[src/verilog/nfs_split_pkg.sv]
// constants, carriers and helpers of the nfs/rpc header split parser
// assumes a single receive clock domain shared by all users
package nfs_split_pkg;

  // ----------------------------------------
  // protocol constants
  // ----------------------------------------
  localparam logic [15:0] NFS_SERVICE_PORT = 16'h0801;
  localparam logic [31:0] MSG_TYPE_CALL    = 32'h00000000;
  localparam logic [31:0] RPC_VERSION_TWO  = 32'h00000002;
  localparam logic [31:0] NFS_PROGRAM      = 32'h00018a63;
  localparam logic [31:0] PROG_VER_TWO     = 32'h00000002;
  localparam logic [31:0] PROG_VER_THREE   = 32'h00000003;
  localparam logic [31:0] PROC_WRITE_V2    = 32'h00000008;
  localparam logic [31:0] PROC_WRITE_V3    = 32'h00000007;
  localparam logic [15:0] AUTH_SIZE_LIMIT  = 16'h0400;
  localparam logic [15:0] FHANDLE_LIMIT    = 16'h0064;
  localparam logic [15:0] RECORD_MARK_TCP  = 16'h0004;
  localparam logic [15:0] V2_FIXED_LEN     = 16'h0050;
  localparam logic [15:0] V3_FIXED_LEN     = 16'h0038;
  localparam int          NFS_TYPE_COUNT   = 6;

  // ----------------------------------------
  // register map
  // ----------------------------------------
  localparam logic [7:0] REG_SPLIT_CFG   = 8'h00;
  localparam logic [7:0] REG_LAST_RESULT = 8'h04;
  localparam logic [7:0] REG_COUNTERS    = 8'h08;
  localparam int NFS_SPLIT_ENABLE_A_BIT  = 0;
  localparam int NFS_SPLIT_ENABLE_F_BIT  = 5;
  localparam logic [5:0] SPLIT_CFG_RESET = 6'h00;
  localparam int LAST_FOUND_BIT          = 16;
  localparam int LAST_READ_RESP_BIT      = 17;
  localparam int LAST_V3_BIT             = 18;
  localparam logic [1:0] RESP_OKAY       = 2'h0;
  localparam logic [1:0] RESP_SLVERR     = 2'h2;

  // ----------------------------------------
  // types
  // ----------------------------------------
  typedef enum logic [3:0] {
    F_MSG = 4'h0, F_RPCVER = 4'h1, F_PROG = 4'h2, F_PROGVER = 4'h3, F_PROC = 4'h4,
    F_CRED = 4'h5, F_VFLAV = 4'h6, F_VSIZE = 4'h7, F_FHSIZE = 4'h8, F_DONE = 4'h9
  } field_t;

  typedef struct packed {
    logic [2:0]  ptype;
    logic        is_tcp;
    logic [15:0] src_port;
    logic [15:0] dst_port;
    logic [15:0] base_len;
  } rx_meta_t;

  typedef struct packed {
    logic [7:0] data;
    logic       last;
  } rx_byte_t;

  typedef struct packed {
    logic [15:0] split_len;
    logic [15:0] nfs_len;
    logic        nfs_found;
    logic        read_resp;
    logic        nfs_v3;
  } split_result_t;

  function automatic logic [15:0] pad4(input logic [15:0] v);
    logic [16:0] s;
    s = {1'b0, v} + 17'h00003;
    pad4 = {s[15:2], 2'b00};
  endfunction

endpackage

[src/verilog/nfs_rpc_header_parser.sv]
// receive-side nfs/rpc header walker that places the header split point
// assumes metadata arrives before the first payload byte
//
// Behaviour
// - search payload only when the destination port is 0x801
// - destination port 0x801 means write request
// - source port 0x801 with any other destination port means read response
// - size checks use low two bytes only
// - six per-type enables gate nfs splitting
// - nfs length added to transport header length
// - tcp adds four-byte record marker first
// - message type zero, rpc version two
// - program word must equal nfs program
// - version two with procedure eight
// - version three with procedure seven
// - credential and verifier sizes below limit
// - credentials padded to four bytes
// - verifier padded to four, after flavor word
// - version two length 80 plus extras
// - version three file handle size below limit
// - file handle padded to four bytes
// - version three length 56 plus extras
`timescale 1ns/100ps
module nfs_rpc_header_parser
  import nfs_split_pkg::*;
#(
  parameter int ADDR_W = 8
) (
  input  wire logic                aclk,
  input  wire logic                aresetn,
  // frame metadata from the transport parser
  input  wire logic                meta_valid,
  input  wire rx_meta_t            meta,
  // transport payload, one byte a beat
  input  wire logic                pay_valid,
  input  wire rx_byte_t            pay,
  // split position towards the receive dma
  output logic                     res_valid,
  output split_result_t            res,
  // register bus
  input  wire logic [ADDR_W-1:0]   awaddr,
  input  wire logic                awvalid,
  output logic                     awready,
  input  wire logic [31:0]         wdata,
  input  wire logic [3:0]          wstrb,
  input  wire logic                wvalid,
  output logic                     wready,
  output logic [1:0]               bresp,
  output logic                     bvalid,
  input  wire logic                bready,
  input  wire logic [ADDR_W-1:0]   araddr,
  input  wire logic                arvalid,
  output logic                     arready,
  output logic [31:0]              rdata,
  output logic [1:0]               rresp,
  output logic                     rvalid,
  input  wire logic                rready
);

  // ----------------------------------------
  // declarations
  // ----------------------------------------
  typedef enum logic [4:0] {
    S_IDLE  = 5'b00001,
    S_RMARK = 5'b00010,
    S_WORD  = 5'b00100,
    S_SKIP  = 5'b01000,
    S_DRAIN = 5'b10000
  } state_t;

  state_t        state;
  state_t        next_state;
  field_t        field;
  field_t        next_field;
  logic [15:0]   remaining;
  logic [15:0]   next_remaining;
  logic [1:0]    byte_cnt;
  logic [23:0]   shift;
  logic          is_v3;
  logic [15:0]   base_len;
  logic [15:0]   rm_len;
  logic [15:0]   cred_pad;
  logic [15:0]   verf_pad;
  logic [5:0]    split_enable;
  logic [31:0]   word;
  logic          word_ok;
  logic          word_v3;
  logic          word_done;
  logic          type_enabled;
  logic          is_write;
  logic          is_read;
  logic          fin;
  logic          fin_ok;
  logic [15:0]   fin_fh_pad;
  logic          start_parse;
  logic          start_bypass;
  logic [15:0]   write_count;
  logic [15:0]   reject_count;

  assign word      = {shift, pay.data};
  assign word_done = (state == S_WORD) && pay_valid && (byte_cnt == 2'h3);

  // ----------------------------------------
  // frame classification
  // ----------------------------------------
  assign is_write     = (meta.dst_port == NFS_SERVICE_PORT);
  assign is_read      = (meta.src_port == NFS_SERVICE_PORT) && !is_write;
  assign type_enabled = (meta.ptype < 3'(NFS_TYPE_COUNT)) && split_enable[meta.ptype];
  // read responses are not walked, only writes
  assign start_parse  = meta_valid && (state == S_IDLE || state == S_DRAIN)
                        && is_write && type_enabled;
  assign start_bypass = meta_valid && (state == S_IDLE || state == S_DRAIN) && !start_parse;

  nfs_word_check u_check (
    .field   (field),
    .word    (word),
    .is_v3   (is_v3),
    .ok      (word_ok),
    .v3_word (word_v3)
  );

  // ----------------------------------------
  // walk of the header fields
  // ----------------------------------------
  always_comb begin
    next_state     = state;
    next_field     = field;
    next_remaining = remaining;
    fin            = 1'b0;
    fin_ok         = 1'b0;
    fin_fh_pad     = 16'h0000;
    case (state)
      S_IDLE: begin
        if (start_parse) begin
          next_field     = F_MSG;
          next_remaining = RECORD_MARK_TCP;
          // rpc starts at the payload for udp, after the four-byte record marker for tcp
          next_state     = meta.is_tcp ? S_RMARK : S_WORD;
        end else if (start_bypass) begin
          next_state = S_DRAIN;
        end
      end
      S_RMARK: begin
        if (pay_valid) begin
          if (pay.last) begin
            fin        = 1'b1;
            next_state = S_IDLE;
          end else if (remaining == 16'h0001) begin
            next_state = S_WORD;
          end else begin
            next_remaining = remaining - 16'h0001;
          end
        end
      end
      S_WORD: begin
        if (word_done) begin
          if (!word_ok) begin
            fin        = 1'b1;
            next_state = pay.last ? S_IDLE : S_DRAIN;
          end else begin
            case (field)
              F_CRED: begin
                next_field     = F_VFLAV;
                next_remaining = pad4(word[15:0]);
                next_state     = (pad4(word[15:0]) == 16'h0000) ? S_WORD : S_SKIP;
              end
              F_VSIZE: begin
                next_field     = is_v3 ? F_FHSIZE : F_DONE;
                next_remaining = pad4(word[15:0]);
                if (pad4(word[15:0]) != 16'h0000) begin
                  next_state = S_SKIP;
                end else if (!is_v3) begin
                  fin        = 1'b1;
                  fin_ok     = 1'b1;
                  next_state = pay.last ? S_IDLE : S_DRAIN;
                end
              end
              F_FHSIZE: begin
                fin        = 1'b1;
                fin_ok     = 1'b1;
                fin_fh_pad = pad4(word[15:0]);
                next_state = pay.last ? S_IDLE : S_DRAIN;
              end
              default: begin
                next_field = field_t'(field + 4'h1);
              end
            endcase
            if (pay.last && !fin) begin
              fin        = 1'b1;
              fin_ok     = 1'b0;
              next_state = S_IDLE;
            end
          end
        end else if (pay_valid && pay.last) begin
          fin        = 1'b1;
          next_state = S_IDLE;
        end
      end
      S_SKIP: begin
        if (pay_valid) begin
          if (remaining == 16'h0001 && field == F_DONE) begin
            fin        = 1'b1;
            fin_ok     = 1'b1;
            next_state = pay.last ? S_IDLE : S_DRAIN;
          end else if (pay.last) begin
            fin        = 1'b1;
            next_state = S_IDLE;
          end else if (remaining == 16'h0001) begin
            next_state = S_WORD;
          end else begin
            next_remaining = remaining - 16'h0001;
          end
        end
      end
      S_DRAIN: begin
        if (start_parse) begin
          next_field     = F_MSG;
          next_remaining = RECORD_MARK_TCP;
          next_state     = meta.is_tcp ? S_RMARK : S_WORD;
        end else if (pay_valid && pay.last && !meta_valid) begin
          next_state = S_IDLE;
        end
      end
      default: begin
        next_state = S_IDLE;
      end
    endcase
  end

  always_ff @(posedge aclk) begin
    if (!aresetn) begin
      state     <= S_IDLE;
      field     <= F_MSG;
      remaining <= 16'h0000;
    end else begin
      state     <= next_state;
      field     <= next_field;
      remaining <= next_remaining;
    end
  end

  // ----------------------------------------
  // word assembly and per-frame context
  // ----------------------------------------
  always_ff @(posedge aclk) begin
    if (!aresetn) begin
      byte_cnt <= 2'h0;
      shift    <= 24'h000000;
    end else if (state != S_WORD || next_state != S_WORD && !word_done) begin
      byte_cnt <= 2'h0;
    end else if (pay_valid) begin
      byte_cnt <= byte_cnt + 2'h1;
      shift    <= {shift[15:0], pay.data};
    end
  end

  always_ff @(posedge aclk) begin
    if (!aresetn) begin
      is_v3    <= 1'b0;
      base_len <= 16'h0000;
      rm_len   <= 16'h0000;
      cred_pad <= 16'h0000;
      verf_pad <= 16'h0000;
    end else if (start_parse || start_bypass) begin
      is_v3    <= 1'b0;
      base_len <= meta.base_len;
      rm_len   <= meta.is_tcp ? RECORD_MARK_TCP : 16'h0000;
      cred_pad <= 16'h0000;
      verf_pad <= 16'h0000;
    end else if (word_done && word_ok) begin
      if (field == F_PROGVER) begin
        is_v3 <= word_v3;
      end
      if (field == F_CRED) begin
        cred_pad <= pad4(word[15:0]);
      end
      if (field == F_VSIZE) begin
        verf_pad <= pad4(word[15:0]);
      end
    end
  end

  // ----------------------------------------
  // split result
  // ----------------------------------------
  // verifier size may land in the finishing beat
  logic [15:0] verf_now;
  logic [15:0] nfs_len_now;

  always_comb begin
    verf_now    = (state == S_WORD && field == F_VSIZE) ? pad4(word[15:0]) : verf_pad;
    nfs_len_now = is_v3 ? V3_FIXED_LEN + rm_len + cred_pad + verf_now + fin_fh_pad
                        : V2_FIXED_LEN + rm_len + cred_pad + verf_now;
  end

  always_ff @(posedge aclk) begin
    if (!aresetn) begin
      res_valid <= 1'b0;
      res       <= '0;
    end else begin
      res_valid <= 1'b0;
      if (start_bypass) begin
        res_valid     <= 1'b1;
        res.split_len <= meta.base_len;
        res.nfs_len   <= 16'h0000;
        res.nfs_found <= 1'b0;
        res.read_resp <= is_read;
        res.nfs_v3    <= 1'b0;
      end else if (fin) begin
        res_valid     <= 1'b1;
        res.read_resp <= 1'b0;
        if (fin_ok) begin
          res.split_len <= base_len + nfs_len_now;
          res.nfs_len   <= nfs_len_now;
          res.nfs_found <= 1'b1;
          res.nfs_v3    <= is_v3;
        end else begin
          res.split_len <= base_len;
          res.nfs_len   <= 16'h0000;
          res.nfs_found <= 1'b0;
          res.nfs_v3    <= 1'b0;
        end
      end
    end
  end

  // ----------------------------------------
  // statistics for software
  // ----------------------------------------
  // counters wrap; software samples them as a pair in one read
  always_ff @(posedge aclk) begin
    if (!aresetn) begin
      write_count  <= 16'h0000;
      reject_count <= 16'h0000;
    end else if (fin) begin
      if (fin_ok) begin
        write_count <= write_count + 16'h0001;
      end else begin
        reject_count <= reject_count + 16'h0001;
      end
    end
  end

  // ----------------------------------------
  // register bus
  // ----------------------------------------
  split_cfg_axil #(
    .ADDR_W (ADDR_W)
  ) u_cfg (
    .aclk         (aclk),
    .aresetn      (aresetn),
    .awaddr       (awaddr),
    .awvalid      (awvalid),
    .awready      (awready),
    .wdata        (wdata),
    .wstrb        (wstrb),
    .wvalid       (wvalid),
    .wready       (wready),
    .bresp        (bresp),
    .bvalid       (bvalid),
    .bready       (bready),
    .araddr       (araddr),
    .arvalid      (arvalid),
    .arready      (arready),
    .rdata        (rdata),
    .rresp        (rresp),
    .rvalid       (rvalid),
    .rready       (rready),
    .split_enable (split_enable),
    .last_result  (res),
    .write_count  (write_count),
    .reject_count (reject_count)
  );

endmodule

[src/verilog/nfs_word_check.sv]
// compares one completed rpc/nfs header word against its expected value
// assumes field names the word just assembled
`timescale 1ns/100ps
module nfs_word_check
  import nfs_split_pkg::*;
(
  input  wire field_t      field,
  input  wire logic [31:0] word,
  input  wire logic        is_v3,
  output logic             ok,
  output logic             v3_word
);

  always_comb begin
    v3_word = (word == PROG_VER_THREE);
    case (field)
      F_MSG:     ok = (word == MSG_TYPE_CALL);
      F_RPCVER:  ok = (word == RPC_VERSION_TWO);
      F_PROG:    ok = (word == NFS_PROGRAM);
      F_PROGVER: ok = (word == PROG_VER_TWO) || (word == PROG_VER_THREE);
      F_PROC:    ok = is_v3 ? (word == PROC_WRITE_V3) : (word == PROC_WRITE_V2);
      // size words: upper halves ignored
      F_CRED:    ok = (word[15:0] < AUTH_SIZE_LIMIT);
      F_VFLAV:   ok = 1'b1;
      F_VSIZE:   ok = (word[15:0] < AUTH_SIZE_LIMIT);
      F_FHSIZE:  ok = (word[15:0] < FHANDLE_LIMIT);
      default:   ok = 1'b0;
    endcase
  end

endmodule

[src/verilog/split_cfg_axil.sv]
// axi4-lite slave holding the split enables and showing parser status
// assumes one write and one read outstanding at most, 32-bit data
`timescale 1ns/100ps
module split_cfg_axil
  import nfs_split_pkg::*;
#(
  parameter int ADDR_W = 8
) (
  input  wire logic                aclk,
  input  wire logic                aresetn,
  input  wire logic [ADDR_W-1:0]   awaddr,
  input  wire logic                awvalid,
  output logic                     awready,
  input  wire logic [31:0]         wdata,
  input  wire logic [3:0]          wstrb,
  input  wire logic                wvalid,
  output logic                     wready,
  output logic [1:0]               bresp,
  output logic                     bvalid,
  input  wire logic                bready,
  input  wire logic [ADDR_W-1:0]   araddr,
  input  wire logic                arvalid,
  output logic                     arready,
  output logic [31:0]              rdata,
  output logic [1:0]               rresp,
  output logic                     rvalid,
  input  wire logic                rready,
  output logic [5:0]               split_enable,
  input  wire split_result_t       last_result,
  input  wire logic [15:0]         write_count,
  input  wire logic [15:0]         reject_count
);

  if (ADDR_W < 4 || ADDR_W > 8) begin : g_bad_addr
    $error("ADDR_W must lie in 4..8");
  end

  logic              aw_got;
  logic              w_got;
  logic [ADDR_W-1:0] aw_addr;
  logic [31:0]       w_data;
  logic [3:0]        w_strb;
  logic [7:0]        wr_addr;
  logic [7:0]        rd_addr;

  assign wr_addr = 8'(aw_addr);
  assign rd_addr = 8'(araddr);

  // ----------------------------------------
  // write channel
  // ----------------------------------------
  always_ff @(posedge aclk) begin
    if (!aresetn) begin
      aw_got       <= 1'b0;
      w_got        <= 1'b0;
      aw_addr      <= '0;
      w_data       <= 32'h00000000;
      w_strb       <= 4'h0;
      awready      <= 1'b0;
      wready       <= 1'b0;
      bvalid       <= 1'b0;
      bresp        <= RESP_OKAY;
      split_enable <= SPLIT_CFG_RESET;
    end else begin
      awready <= !aw_got && !(awvalid && awready) && !bvalid;
      wready  <= !w_got && !(wvalid && wready) && !bvalid;
      if (awvalid && awready) begin
        aw_got  <= 1'b1;
        aw_addr <= awaddr;
      end
      if (wvalid && wready) begin
        w_got  <= 1'b1;
        w_data <= wdata;
        w_strb <= wstrb;
      end
      if (aw_got && w_got && !bvalid) begin
        aw_got <= 1'b0;
        w_got  <= 1'b0;
        bvalid <= 1'b1;
        bresp  <= RESP_OKAY;
        if (wr_addr == REG_SPLIT_CFG) begin
          if (w_strb[0]) begin
            split_enable <= w_data[NFS_SPLIT_ENABLE_F_BIT:NFS_SPLIT_ENABLE_A_BIT];
          end
        end else if (wr_addr != REG_LAST_RESULT && wr_addr != REG_COUNTERS) begin
          bresp <= RESP_SLVERR;
        end
      end
      if (bvalid && bready) begin
        bvalid <= 1'b0;
      end
    end
  end

  // ----------------------------------------
  // read channel
  // ----------------------------------------
  always_ff @(posedge aclk) begin
    if (!aresetn) begin
      arready <= 1'b0;
      rvalid  <= 1'b0;
      rdata   <= 32'h00000000;
      rresp   <= RESP_OKAY;
    end else begin
      arready <= !rvalid && !(arvalid && arready);
      if (arvalid && arready) begin
        rvalid <= 1'b1;
        rresp  <= RESP_OKAY;
        rdata  <= 32'h00000000;
        case (rd_addr)
          REG_SPLIT_CFG:   rdata <= {26'h0000000, split_enable};
          REG_LAST_RESULT: rdata <= {13'h0000, last_result.nfs_v3, last_result.read_resp,
                                     last_result.nfs_found, last_result.nfs_len};
          REG_COUNTERS:    rdata <= {reject_count, write_count};
          default:         rresp <= RESP_SLVERR;
        endcase
      end else if (rvalid && rready) begin
        rvalid <= 1'b0;
      end
    end
  end

endmodule

[config.mk]
export PLATFORM = sky130hd
export DESIGN_NAME = nfs_rpc_header_parser
export DESIGN_NICKNAME = d
export VERILOG_FILES = /design/src/verilog/nfs_split_pkg.sv /design/src/verilog/nfs_rpc_header_parser.sv /design/src/verilog/nfs_word_check.sv /design/src/verilog/split_cfg_axil.sv
export SDC_FILE = /design/constraint.sdc
export NUM_CORES = 1
export LEC_CHECK = 0
export CORE_ASPECT_RATIO = 2
export CORE_MARGIN = 4
export CORE_UTILIZATION = 34
export CTS_CLUSTER_SIZE = 40
export DETAILED_ROUTE_END_ITERATION = 16
export DONT_BUFFER_PORTS = 1
export PLACE_DENSITY_LB_ADDON = 0.1
export RECOVER_POWER = 50
export SLEW_MARGIN = 20
export SYNTH_ARGS = -nofsm -noshare
export SYNTH_HDL_FRONTEND = slang
export SYNTH_SLANG_ARGS = --single-unit
[constraint.sdc]
create_clock -name aclk -period 6.5 [get_ports aclk]
set_input_delay 0.65 -clock aclk [delete_from_list [all_inputs] [get_ports aclk]]
set_output_delay 0.65 -clock aclk [all_outputs]
set_load 0.05 [all_outputs]
==> flow_summary.ini, run 1 <==
[outcome]
status = finished, violations left
violations = max-capacitance violations, max-slew violations

[critical_path]
critPathLaunch = shift[3]
cp.arrival_ns = 6.62
r2r-start = shift[3]
r2r_cells = 30
slowest_delay_ns = 0.52
r2r_slack_ns = 0.29
crit_buf_inv = 3
crit_family = simple AND/OR/NAND/NOR gates
worst-path-max-fanout = 4
r2r_end = res[34]
crit_cells = 30
crit_end = res[34]
worstSetupPathType = flip-flop to flip-flop
cp_slowest_cell = or4_4
cp-end-kind = flip-flop
startpoint_type = flip-flop
worstPathRequired_ns = 6.91

[synthesis]
synth.distinct_cells = 86
yosys_most_used_dff = dfxtp_1
yosysMostFrequentCell = dfxtp_1
seq_area_frac_synth_pct = 34.9
yosys_warnings = 0
synth_edf_count = 0
synth_top_area_share_pct = 34.9
netlist_top_cells_count = dfxtp_1 (225), nand2_1 (191), nor2_1 (175)
netlist_instances = 1562
postSynth.asyncResetShare_pct = 0
netlist_area_mm2 = 0.0129
yosysTopAreaCell = dfxtp_1
synth_seq_cells = 225
syn_avg_cell_area_um2 = 8.26
synth.top_cells.by_area = dfxtp_1 (35%), ha_1 (6.9%), nand2_1 (5.6%), nor2_1 (5.1%), a21oi_1 (4.7%)

[grt]
grt_overflow = 0
antenna_found_initial = 0
grt_pass1_wl_um = 63400
grt_max_degree = 88
grt_pass1_vias = 11200
grt_usage_pct = 19.1

[sta]
finalSetupViolCount = 0
clock_skew_ns = 0.0138
slew_viol_final = 50
max_freq_ghz = 0.161
hold_viol_final = 0
max_slew_margin_pct = -21.4
layout_worst_path_cycle_share_pct = 95.6
timing.final.ws_setup_ns = 0.289
min_period_ns = 6.21
worst_pin_slew_ns = 1.82

[place]
port_buffers = 0
dp_hpwl_um = 31900
dp_slack_ns = -0.364
place.gp.congestion = 0.895

[detailed_routing]
vias = 11100
drt-total-wl_um = 40700
ant_nets = 0
wire_per_inst_um = 19.7
firstDrtPassIters = 5
drc = 0
drt_iter0_drc = 494
routed_via_density = 5.37

[layout]
n_antenna_cell = 0
nFillCells = 3934
syn_to_final_growth_pct = 13.9
drive_above_1_share_pct = 11.4
finish.net_count = 1807

[hold_path]
min_path_type = primary input to flip-flop

[clocking]
clkTransAtPathRegs_ns = 0.07
cts_buffer_depth = 3
clk_latency_ns = 0.53
h-tree-depth = 1
cts-root-buf = clkbuf_16
cts-buffers-inserted = 24
hold_buffers = 0
cts_tree = built
cts_sinks = 225

[floorplanning]
die_y_um = 283
die-area_mm2 = 0.0413
die_w_um = 146
start_util_pct = 34.5
num_rows = 100
core_mm2 = 0.0374
pin_count = 199

[run]
maxCapViolations = 1

[pwr]
power_density_mw_per_mm2 = 219
peakVddDrop_mv = 0.309
p_leak_nw = 5.80
fin_total_pwr_mw = 3.22
[logic make-up (layout without fill, tap and decap cells)]
logic type | Yosys count | after routing | share of synthesized area (%)
AOI/OAI and AO/OA | 366 | 366 | 18.8
DFF | 225 | 225 | 34.9
xor gates and xnor gates | 72 | 72 | 4.89
adders and majority gates | 88 | 88 | 9.53
other | 2 | 12 | 0.0582
and+or+nand+nor | 602 | 602 | 22.1
buffers and inverters | 149 | 189 | 5.04
muxes | 58 | 58 | 4.65
[repair_timing]
| action | in CTS | in global routing |
|---|---|---|
| setup buffers | 0 | 3 |
| pin swaps | 0 | 18 |
| resized for setup | 5 | 31 |
| endpoints found under the setup margin | 1 | 5 |
[worst min path at each step]
stage,endpoint,from,cells past startpoint
2_1_floorplan,u_cfg.awready,u_cfg.aw_got,1
3_3_place_gp,base_len[1],base_len[1],2
3_5_place_dp,u_cfg.aw_addr[0],u_cfg.aw_addr[0],2
4_1_cts,u_cfg.rdata[1],araddr[2],1
5_1_grt,u_cfg.rdata[1],araddr[2],1
6_report,u_cfg.rdata[1],araddr[2],1
[sequential cells by signal (all words and copies together), names as in the netlist, 6 cells and up]
| register | flops |
|---|---|
| u_cfg.w_data | 6 |
| verf_pad | 14 |
| res | 33 |
| u_cfg.rdata | 32 |
| base_len | 16 |
| cred_pad | 14 |
| remaining | 16 |
| u_cfg.split_enable | 6 |
| write_count | 16 |
| reject_count | 16 |
| u_cfg.aw_addr | 8 |
| shift | 24 |
[metrics by stage]
stage	area, um2	utilization [%]	std cells	TNS [ns]	hold WS, ns
2_1_floorplan	12900	-	1572	0	0.424
3_3_place_gp	13700	36.7	2027	-0.330	0.439
3_5_place_dp	13700	36.7	2027	-0.483	0.450
4_1_cts	14600	38.9	2068	0	0.176
5_1_grt	14700	39.3	2071	-0.0418	0.189
6_report	14700	39.3	2071	0	0.209
[metal layers]
layer | vias up | track usage [%] | wire length [um]
met2 | 210 | 40.7 | 24100
met3 | 49 | 3.02 | 1690
met1 | 5312 | 18.0 | 13900
met5 | - | 0 | 0
met4 | 0 | 5.18 | 971
li1 | 5551 | - | -
[cell usage in the layout, fill, tap and decap left out, types with 12 or more instances in the layout]
cell type,netlist,layout
xor2_1,26,26
nor4_1,21,20
a22oi_1,32,32
ha_1,71,68
and2_1,27,25
nor3_1,37,36
nor2b_1,33,32
a21o_1,13,13
mux2i_1,52,52
nand2b_1,15,14
o21ai_1,16,18
a21oi_1,122,114
dfxtp_1,225,224
a221oi_1,13,13
nand3_1,33,33
buf_4,5,85
nor2_1,175,174
nand4_1,15,15
fa_1,17,16
a22o_1,25,25
inv_1,59,59
nand2_1,191,190
xnor2_1,46,46
conb_1,2,12
and3_1,12,12
o21ai_0,56,51
clkbuf_16,0,25
[power breakdown]
part | internal [mW] | leakage (nW) | total [mW] | switching [mW]
sequential | 1.41 | 1.82 | 1.48 | 0.0714
combinational | 0.119 | 3.59 | 0.308 | 0.189
clock | 0.825 | 0.390 | 1.43 | 0.603
[cell type report]
cell class | instances | area [um2] | area share [%]
Tap cell | 459 | 574 | 3.91
Timing Repair Buffer | 88 | 657 | 4.47
Clock buffer | 29 | 641 | 4.36
Clock inverter | 12 | 151 | 1.03
Multi-Input combinational cell | 1198 | 7940 | 54.0
Sequential cell | 225 | 4510 | 30.7
Inverter | 60 | 225 | 1.53
Note: power is estimated with default switching activity, not from simulation.
==> inputs of run 2 (changes only) <==
Settings changed: RECOVER_POWER 50 to not set.
==> flow_summary.ini, run 2 (same netlist as run 1, synthesis figures left out) <==
[layout]
final_cell_area_mm2 = 0.0147
drive_above_1_share_pct = 11.7
nFillCells = 3933
syn_to_final_growth_pct = 14.0
finish.net_count = 1807
final_common_cell = dfxtp_1
top_register = res
n_antenna_cell = 0
largest_register_ffs = 33
finish.utilization_pct = 39.3
final_cell_mix = dfxtp_1 (224), nand2_1 (190), nor2_1 (174)
top_regs = res (33), u_cfg.rdata (32), shift (24)

[detailed_routing]
vias = 11100
ant_nets = 0
maxUsedRoutingLayer = met4
firstDrtPassIters = 5
drc = 0
wl_met1_um = 13800
drt-total-wl_um = 40700
routed_via_density = 5.38
dr_wl_met3_um = 1720
wl_met2_um = 24100
drt_iter0_drc = 498
wire_per_inst_um = 19.6

[critical_path]
worstSetupPathType = flip-flop to flip-flop
slowest_delay_ns = 0.52
cp-end-kind = flip-flop
worst-path-max-fanout = 4
cp.arrival_ns = 6.62
worstPathRequired_ns = 6.91
r2r_cells = 30
r2r_end = res[34]
cp_slowest_cell = or4_4
r2r-start = shift[3]
r2r_slack_ns = 0.29
startpoint_type = flip-flop

[sta]
layout_worst_path_cycle_share_pct = 95.5
max_freq_ghz = 0.161
finalSetupViolCount = 0
hold_viol_final = 0
worst_pin_slew_ns = 1.03
max_slew_margin_pct = 31.4
slew_viol_final = 0
min_period_ns = 6.21
clock_skew_ns = 0.0141

[pwr]
power_density_mw_per_mm2 = 219
peakVddDrop_mv = 0.309
p_leak_nw = 5.81

[clocking]
cts_sinks = 225
h-tree-depth = 1
cts_tree = built
clkTransAtPathRegs_ns = 0.07
clk_latency_ns = 0.54
cts-buffers-inserted = 24
cts_buffer_depth = 3
cts-root-buf = clkbuf_16

[outcome]
status = completed

[floorplanning]
pin_count = 199
core_mm2 = 0.0374
die-area_mm2 = 0.0413
die_y_um = 283
num_rows = 100
die_w_um = 146
start_util_pct = 34.5

[grt]
grt_max_degree = 88
grt_usage_pct = 19.1
antenna_found_initial = 0
grt_pass1_wl_um = 63400
grt_overflow = 0
grt_pass1_vias = 11200

[place]
place_area_mm2 = 0.0137
place.gp.congestion = 0.895
port_buffers = 0
dp_hpwl_um = 31900

[hold_path]
whs_endpoint = u_cfg.rdata[1]
min_path_type = primary input to flip-flop
hp-start = araddr[2]
whs_path_depth = 1

[run]
maxCapViolations = 0
-- run 2: cell count changes in the layout (fill, tap and decap cells not counted), sizes merged --
cell    delta
buf        +2
clkbuf     -2
-- run 2: cell type report --
cell class / instances / area, um2 / share of cell area, %
Multi-Input combinational cell: 1198 / 7940 / 54.0
Sequential cell: 225 / 4510 / 30.6
Timing Repair Buffer: 88 / 664 / 4.52
Clock buffer: 29 / 641 / 4.36
Tap cell: 459 / 574 / 3.91
Inverter: 60 / 225 / 1.53
Clock inverter: 12 / 151 / 1.03
-- run 2: where the power goes --
| group | internal [mW] | switching (mW) |
|---|---|---|
| sequential | 1.41 | 0.0713 |
| combinational | 0.120 | 0.189 |
| clock | 0.825 | 0.602 |
| total | 2.36 | 0.862 |
-- run 2: metal layers --
metal	up-vias	global-route usage (%)
li1	5552	-
met1	5333	18.0
met2	201	40.7
met3	49	3.02
met4	0	5.18
met5	-	0
-- run 2: how the worst max path moves through the flow --
| stage | from | end | slack, ns | cells past startpoint |
|---|---|---|---|---|
| 2_1_floorplan | pay[6] | res[34] | 0.05 | 29 |
| 3_3_place_gp | pay[6] | res[34] | -0.32 | 30 |
| 3_5_place_dp | pay[6] | res[34] | -0.36 | 30 |
| 4_1_cts | shift[3] | res[34] | 0.03 | 30 |
| 5_1_grt | shift[3] | res[34] | -0.02 | 30 |
| 6_report | shift[3] | res[34] | 0.29 | 30 |
-- run 2: repair_timing --
action                     4_1_cts  5_1_grt
setup endpoints to repair        1        5
hold buffers                     0        0
pin swaps                        0       18
setup buffers                    0        3
gates resized for setup          5       31
-- run 2: critical path: cells and delay by family, from the launching register on --
family	cells	cell delay, ns
XOR/XNOR	3	0.50
flip-flops	1	0.33
AO/OA/AOI/OAI	8	1.08
AND/OR/NAND/NOR	11	2.28
adder cells (fa/ha/maj)	5	1.66
buffers and inverters	3	0.23
-- run 2: through the flow --
| stage | setup WS [ns] | power [mW] | hold slack [ns] | setup TNS, ns | cells |
|---|---|---|---|---|---|
| after floorplan | 0.0549 | 1.75 | 0.424 | 0 | 1572 |
| after global placement | -0.319 | 1.82 | 0.439 | -0.330 | 2027 |
| after detailed placement | -0.364 | 1.82 | 0.450 | -0.483 | 2027 |
| after CTS | 0.0318 | 3.27 | 0.176 | 0 | 2068 |
| after global routing | -0.0238 | 3.36 | 0.189 | -0.0413 | 2071 |
| final | 0.295 | 3.22 | 0.210 | 0 | 2071 |
